<file path="config.mk">
export PLATFORM = sky130hd
export DESIGN_NAME = oamx_exec
export DESIGN_NICKNAME = d
export VERILOG_FILES = /design/src/pkg/oamx_pkg.sv /design/src/oamx_decode.sv /design/src/oamx_exec.sv
export VERILOG_INCLUDE_DIRS = /design/src /design/src/pkg
export SDC_FILE = /design/constraint.sdc
export NUM_CORES = 1
export LEC_CHECK = 0
export ABC_CLOCK_PERIOD_IN_PS = 5300
export BUFFER_PORTS_ARGS = -buffer_cell sky130_fd_sc_hd__buf_2
export CAP_MARGIN = 20
export CORE_MARGIN = 3
export CORE_UTILIZATION = 67
export CTS_CLUSTER_DIAMETER = 150
export DETAILED_ROUTE_END_ITERATION = 7
export MAX_ROUTING_LAYER = met4
export PLACE_DENSITY_LB_ADDON = 0.25
export SLEW_MARGIN = 40
export SYNTH_ARGS = -nofsm -noshare
export SYNTH_HDL_FRONTEND = slang
export SYNTH_SLANG_ARGS = --single-unit
</file>
<file path="constraint.sdc">
create_clock -name MCLK_I -period 5.3 [get_ports MCLK_I]
set_input_delay 0.265 -clock MCLK_I [delete_from_list [all_inputs] [get_ports MCLK_I]]
set_output_delay 0.265 -clock MCLK_I [all_outputs]
set_load 0.02 [all_outputs]
</file>
<file path="src/pkg/oamx_defines.svh">
/*
 Timing-free constants for the OR / move / literal-load execute block:
 opcode patterns, field positions and reset values.
 Assumes inclusion by bare name from the package and the design files.
*/
// Notes on behaviour
// - Upper nibble 1101 is literal-OR; low byte is literal 0 to 255.
// - Literal-OR ORs accumulator with literal into accumulator; zero flag follows.
// - Prefix 0001 00 is register-OR; bit 5 selects destination, low five address.
// - Register-OR with destination clear writes accumulator and updates zero flag.
// - Register-OR with destination set writes file register; zero flag still updated.
// - Prefix 0010 00 is register-move, same fields, reads addressed file register.
// - Register-move copies file register to accumulator, or back to itself.
// - Register-move always updates zero flag, even with destination set.
`ifndef OAMX_DEFINES_SVH
`define OAMX_DEFINES_SVH

`define OAMX_OP_IORL    4'hD
`define OAMX_OP_LDL     4'hC
`define OAMX_OP_IORF    6'h04
`define OAMX_OP_MVF     6'h08
`define OAMX_NIB_MSB    11
`define OAMX_NIB_LSB    8
`define OAMX_PFX_LSB    6
`define OAMX_DEST_BIT   5
`define OAMX_ADDR_MSB   4
`define OAMX_LIT_MSB    7
`define OAMX_ACC_RST    8'h00
`define OAMX_Z_RST      1'b0
`define OAMX_FREG_RST   8'h00
`define OAMX_NUM_FREG   32

`endif

</file>
<file path="src/pkg/oamx_pkg.sv">
/*
 Types for the execute block.
 Assumes oamx_defines.svh is on the include path.
*/
`include "oamx_defines.svh"
package oamx_pkg;
   typedef enum logic [4:0] {
      OAMX_NONE = 5'h01,
      OAMX_IORL = 5'h02,
      OAMX_IORF = 5'h04,
      OAMX_MVF  = 5'h08,
      OAMX_LDL  = 5'h10
   } oamx_op_t;
endpackage : oamx_pkg

</file>
<file path="src/oamx_decode.sv">
/*
 Instruction decoder: classifies a 12-bit word into one operation.
 Assumes a stable word from fetch in the same clock domain.
*/
`include "oamx_defines.svh"
module oamx_decode
   import oamx_pkg::*;
(
   // Word in
   input  wire logic [11:0] instr_i,
   // Class out
   output oamx_op_t         op_o
);

   wire [3:0] nib = instr_i[`OAMX_NIB_MSB:`OAMX_NIB_LSB];
   wire [5:0] pfx = instr_i[`OAMX_NIB_MSB:`OAMX_PFX_LSB];

   wire is_iorl = (nib == `OAMX_OP_IORL);
   wire is_ldl  = (nib == `OAMX_OP_LDL);
   wire is_iorf = (pfx == `OAMX_OP_IORF);
   wire is_mvf  = (pfx == `OAMX_OP_MVF);

   assign op_o = is_iorl ? OAMX_IORL :
                 is_ldl  ? OAMX_LDL  :
                 is_iorf ? OAMX_IORF :
                 is_mvf  ? OAMX_MVF  : OAMX_NONE;

endmodule : oamx_decode

</file>
<file path="src/oamx_exec.sv">
/*
 Execute stage for literal-OR, register-OR, register-move and
 literal-load. Holds the accumulator, zero flag and 32 file registers.
 Assumes fetch presents one word per cycle with a valid strobe on MCLK_I.
*/
`include "oamx_defines.svh"
module oamx_exec
   import oamx_pkg::*;
(
   // Clock and reset
   input  wire logic        MCLK_I,
   input  wire logic        RST_N_I,
   // Instruction from fetch
   input  wire logic        INSTR_VALID_I,
   input  wire logic [11:0] INSTR_I,
   // Architectural state
   output logic      [7:0]  ACC_O,
   output logic             ZERO_O,
   output logic             DONE_O,
   output logic             ILLEGAL_O
);

   ////////////////////////////////////////////////////////////////////
   oamx_op_t   op;
   logic [7:0] acc_ff;
   logic       z_ff;
   logic       done_ff;
   logic       ill_ff;
   logic [7:0] freg_ff [`OAMX_NUM_FREG];

   oamx_decode u_dec (
      .instr_i (INSTR_I),
      .op_o    (op)
   );

   function automatic logic is_zero(input logic [7:0] v);
      is_zero = (v == 8'h00);
   endfunction : is_zero

   ////////////////////////////////////////////////////////////////////
   wire [7:0] lit  = INSTR_I[`OAMX_LIT_MSB:0];
   wire [4:0] addr = INSTR_I[`OAMX_ADDR_MSB:0];
   wire       dest = INSTR_I[`OAMX_DEST_BIT];
   wire [7:0] fval = freg_ff[addr];
   wire       go   = INSTR_VALID_I;

   wire [7:0] or_lit = acc_ff | lit;
   wire [7:0] or_reg = acc_ff | fval;

   logic [7:0] res;
   logic       wr_acc;
   logic       wr_f;
   logic       wr_z;

   always_comb begin
      res    = 8'h00;
      wr_acc = 1'b0;
      wr_f   = 1'b0;
      wr_z   = 1'b0;
      case (op)
         OAMX_IORL: begin
            res    = or_lit;
            wr_acc = go;
            wr_z   = go;
         end
         OAMX_IORF: begin
            res    = or_reg;
            wr_acc = go & ~dest;
            wr_f   = go & dest;
            wr_z   = go;
         end
         OAMX_MVF: begin
            res    = fval;
            wr_acc = go & ~dest;
            wr_f   = go & dest;
            wr_z   = go;
         end
         OAMX_LDL: begin
            res    = lit;
            wr_acc = go;
         end
         default: begin
            res    = 8'h00;
         end
      endcase
   end

   wire [7:0] nxt_acc_ff = wr_acc ? res : acc_ff;
   wire       nxt_z_ff   = wr_z ? is_zero(res) : z_ff;

   ////////////////////////////////////////////////////////////////////
   always_ff @(posedge MCLK_I) begin
      if (!RST_N_I) begin
         acc_ff  <= `OAMX_ACC_RST;
         z_ff    <= `OAMX_Z_RST;
         done_ff <= 1'b0;
         ill_ff  <= 1'b0;
      end else begin
         acc_ff  <= nxt_acc_ff;
         z_ff    <= nxt_z_ff;
         done_ff <= go & (op != OAMX_NONE);
         ill_ff  <= go & (op == OAMX_NONE);
      end
   end

   // File registers; write-back of same value is harmless for move
   genvar gi;
   generate
      for (gi = 0; gi < `OAMX_NUM_FREG; gi++) begin : g_freg
         always_ff @(posedge MCLK_I) begin
            if (!RST_N_I) begin
               freg_ff[gi] <= `OAMX_FREG_RST;
            end else if (wr_f && addr == 5'(gi)) begin
               freg_ff[gi] <= res;
            end
         end
      end
   endgenerate

   assign ACC_O     = acc_ff;
   assign ZERO_O    = z_ff;
   assign DONE_O    = done_ff;
   assign ILLEGAL_O = ill_ff;

endmodule : oamx_exec

</file>
Word-level counts from Yosys, hierarchy flattened:

Memories as Yosys holds them, arrays and structs flattened.
Cells that the tools add are included.

* equal/unequal tests: 41
* muxes and demuxes: 137
* bitwise gates (word level): 39
* reduce and logical (&&, ||, !) cells: 37

Operators by type and width (number)
* $mux W8: 32
* $mux W1: 99
* $eq A5 B5 Y1 const B: 17
* $eq A5 B4 Y1 const B: 9
* $logic_and A1 B1 Y1: 32
* $or A1 B1 Y1: 32
* $pmux W8 S4: 1
* $eq A5 B3 Y1 const B: 5
* $or A8 B8 Y8: 2
* $eq A5 B2 Y1 const B: 3
* $mux W5: 3
* $eq A5 B1 Y1 const B: 2
* $eq A4 B4 Y1 const B: 2
* $logic_not A8 Y1: 1
* $eq A6 B3 Y1 const B: 1
* $eq A6 B4 Y1 const B: 1
* $logic_not A5 Y1: 1
* $ne A5 B1 Y1 const B: 1
* $and A1 B1 Y1: 4
* $mux W4: 1
* $reduce_or A2 Y1: 2
* $reduce_or A3 Y1: 1
* $pmux W1 S2: 1
* $not A1 Y1: 1

* register bits after elaboration: 11
* bits in writable memories: 256
* memories kept: 1

Memories
* freg_ff: depth 32, width 8, rd ports 1, clocked after Yosys merged registers in 0, wr ports 32, line oamx_exec.sv:29 `` logic [7:0] freg_ff [`OAMX_NUM_FREG]; ``

Depth between registers and ports, before layout:

* word-level depth: 13
* gate-level depth with buffers: 10
* gate-level depth less buffers: 6

Hierarchy:

A second synthesis with hierarchy kept.

* cells, all modules: 918
* area, all modules: 12141.6 um^2

By module, submodules not included
* oamx_exec: times used 1, cells each 909, area each 12064.1 um^2, seq. area each 7907.6 um^2
* oamx_decode: times used 1, cells each 9, area each 77.6 um^2, seq. area each 0.0 um^2

Worst setup path after synthesis:

Ideal clock, no wire load.

* path type: input-to-reg
* start: input port INSTR_I[0]
* end: memory freg_ff[17][0], enable pin
* arrival: 2.284 ns
* setup slack: 2.632 ns
* stages: 9
* cell sequence: buf_6 > buf_6 > buf_6 > buf_6 > buf_2 > nor2b_1 > clkbuf_1 > nand2_1 > o21ai_0

RTL lines
* from (decl): line oamx_exec.sv:15 `input wire logic [11:0] INSTR_I,`
* to (decl): line oamx_exec.sv:29

==> impl_metrics.tcl <==
set metrics [dict create \
    post-route-period-util_pct 64.0 \
    worst_setup_path_start_kind "primary input" \
    synth-seq-area-share_pct 65.0 \
    hold_viol 0 \
    hold_path_class "in -> reg" \
    numPortBuffers 25 \
    final_max_slew_viol_count 0 \
    grt_pass1_vias 8378 \
    setup_tns_ns 0 \
    p_seq_share_pct 53.9 \
    layout_common_cells "270 x nor2_1, 256 x edfxtp_1, 51 x mux4_2, 48 x buf_4, 34 x nand2_1" \
    wl_per_cell_um 26.7 \
    wl_um 31300 \
    hold_depth 3 \
    cts.hold.buffers_added 0 \
    clk_pin_slew_ns 0.06 \
    r2r_setup_slack_ns 2.39 \
    grt_max_degree 54 \
    dp_hpwl_um 20600 \
    drive_above_1_share_pct 22.9 \
    synthFlopType "edfxtp_1" \
    worstMarginPinSlew_ns 0.862 \
    post_cts_resized 0 \
    drv_cap 0 \
    clkLatencyLatePin_ns 0.53 \
    area_growth_syn_to_layout_pct 10.7 \
    synth_edf_count 256 \
    die_area_um2 19800 \
    dr.pass1.iters 6 \
    cts_buffer_depth 3 \
    die_width_um 141 \
    rr_worst_depth 6 \
    grt_antenna_before_repair 1 \
    p_int_mw 3.46 \
    critPathArrivalTime_ns 3.65 \
    synth_top_area_cell "edfxtp_1" \
    syn_inst 902 \
    async_flop_share_pct 0 \
    layout_commonest_cell "nor2_1" \
    die_h_um 141 \
    dpl.cell_count 1126 \
    relSlewSlack_pct 42.6 \
    avgSynthCellArea_um2 13.5 \
    final_core_util_pct 76.7 \
    synth_area_leaders "edfxtp_1 63%, mux4_2 9.4%, nor2_1 8.4%, mux2_2 1.9%, dfxtp_1 1.8%" \
    numCtsBuffers 26 \
    core-area_um2 17500 \
    gp_congestion 0.895 \
    overflow 0 \
    clock_sinks 267 \
    cts_tree "yes" \
    hold_ws_ns 0.0261 \
    post_cts_buffers 0 \
    min_from "INSTR_VALID_I" \
    drc 0 \
    syn_nets 917 \
    setup.worst_path.end_class "flip-flop" \
    antenna_left 0 \
    ys_ff_latch 267 \
    cts_root_buffer "clkbuf_16" \
    setup_viol 0 \
    grt_pass1_wl_um 48700 \
    max-vdd-ir-drop_mv 0.292 \
    nets 944 \
    viasPerCell 7.02 \
    status "finished, final reports clean" \
    grt.total_usage_pct 33.5 \
    power_switching_mw 0.990 \
    first_iter_violations 1450 \
    critPathKind "in -> reg" \
    cts_max_level 1 \
    ys_warn_count 0 \
    max_freq_mhz 295 \
    fin_cells 1172 \
    rr_startpoint "freg_ff[8][6]" \
    ioPinCount 26 \
    crit_fanout 39 \
    hold_end "ILLEGAL_O" \
    leakagePower_nw 4.47 \
    swShare_pct 22.2 \
    fill_cells 1010 \
    synth_top_area_share_pct 63.2 \
    r2r_end "freg_ff[13][6]" \
    required_ns 5.56 \
    rsz0062_at_grt "false" \
    via_count 8225 \
    rows 48 \
    period_needed_ns 3.39 \
    start_util_pct 69.3 \
    fin_skew_ns 0.0127 \
    ys_types 56 \
    syn-cell-area_um2 12200 \
    power_frac_comb_pct 7.8 \
    p_clk_share_pct 38.3 \
    power.density_nw_per_um2 331 \
]
## stage by stage
stage / cell area [um2] / setup WS [ns] / total power, mW
floorplan: 12200 / 2.63 / 2.65
global placement: 12600 / 1.45 / 2.76
detailed placement: 12700 / 1.51 / 2.78
CTS: 13400 / 2.06 / 4.45
global route: 13500 / 1.85 / 4.56
finish: 13500 / 1.91 / 4.45
## how the worst max path moves through the flow
stage	startpoint	endpoint	slack, ns	depth (start not counted)
final	INSTR_I[1]	freg_ff[2][2]	1.91	8
after global routing	INSTR_I[1]	freg_ff[1][6]	1.85	8
after CTS	INSTR_I[1]	freg_ff[2][2]	2.06	8
after detailed placement	INSTR_I[1]	freg_ff[2][2]	1.51	8
after global placement	INSTR_I[0]	ZERO_O	1.45	8
after floorplan	INSTR_I[0]	freg_ff[17][0]	2.63	9
## power groups by stage
stage          registers [mW]  logic, mW  clock network (mW)
3_3_place_gp             2.43      0.322                   0
5_1_grt                  2.40      0.363                1.80
2_1_floorplan            2.44      0.215                   0
4_1_cts                  2.40      0.337                1.71
6_report                 2.40      0.347                1.71
3_5_place_dp             2.44      0.335                   0
## flip-flops by register name, indices dropped and copies added (netlist names)
name	cells
freg_ff	256
ACC_O	8
DONE_O	1
ILLEGAL_O	1
ZERO_O	1
## synth_stat cells, types with 6 or more instances
cell / n
clkbuf_1: 31
nand3_1: 18
a221oi_1: 8
nor2_1: 272
buf_2: 32
a22o_1: 7
mux2i_1: 9
a211oi_1: 7
mux4_2: 51
mux2_2: 20
or3_1: 6
buf_6: 6
a22oi_1: 12
o21ai_0: 32
nand3_2: 14
edfxtp_1: 256
nand2_1: 34
dfxtp_1: 11
## cell families after synthesis
kind of cell	count (synthesis)	share of synthesized area [%]
multiplexers	83	12.4
flip-flops	267	65.0
buffers and inverters	81	3.32
AND/OR/NAND/NOR	370	13.1
AO/OA/AOI/OAI	101	6.17
## layout make-up
cell class	instances	area (um2)	area share, %
flip-flops and latches	267	7910	58.8
well taps	225	282	2.09
clock buffers	33	728	5.41
clock inverters	12	58.8	0.437
inverters	5	18.8	0.139
diodes	1	2.50	0.0186
repair buffers	75	547	4.06
multi-input cells	554	3910	29.1
## routing by layer
| layer | track usage (%) | vias to the layer above | part of all wire [%] |
|---|---|---|---|
| met1 | 44.6 | 4009 | 34 |
| li1 | - | 3397 | - |
| met5 | - | - | 0 |
| met4 | 11.1 | 0 | 3.6 |
| met3 | 6.89 | 117 | 13 |
| met2 | 53.0 | 702 | 49 |
## worst max-delay path, stage by stage
cell	delay [ns]
buf_2	0.62
buf_4	0.62
mux4_2	0.41
mux2_2	0.30
a221o_1	0.35
a31oi_4	0.61
buf_4	0.35
nor2_1	0.09
Power figures use the tool's default switching activity.
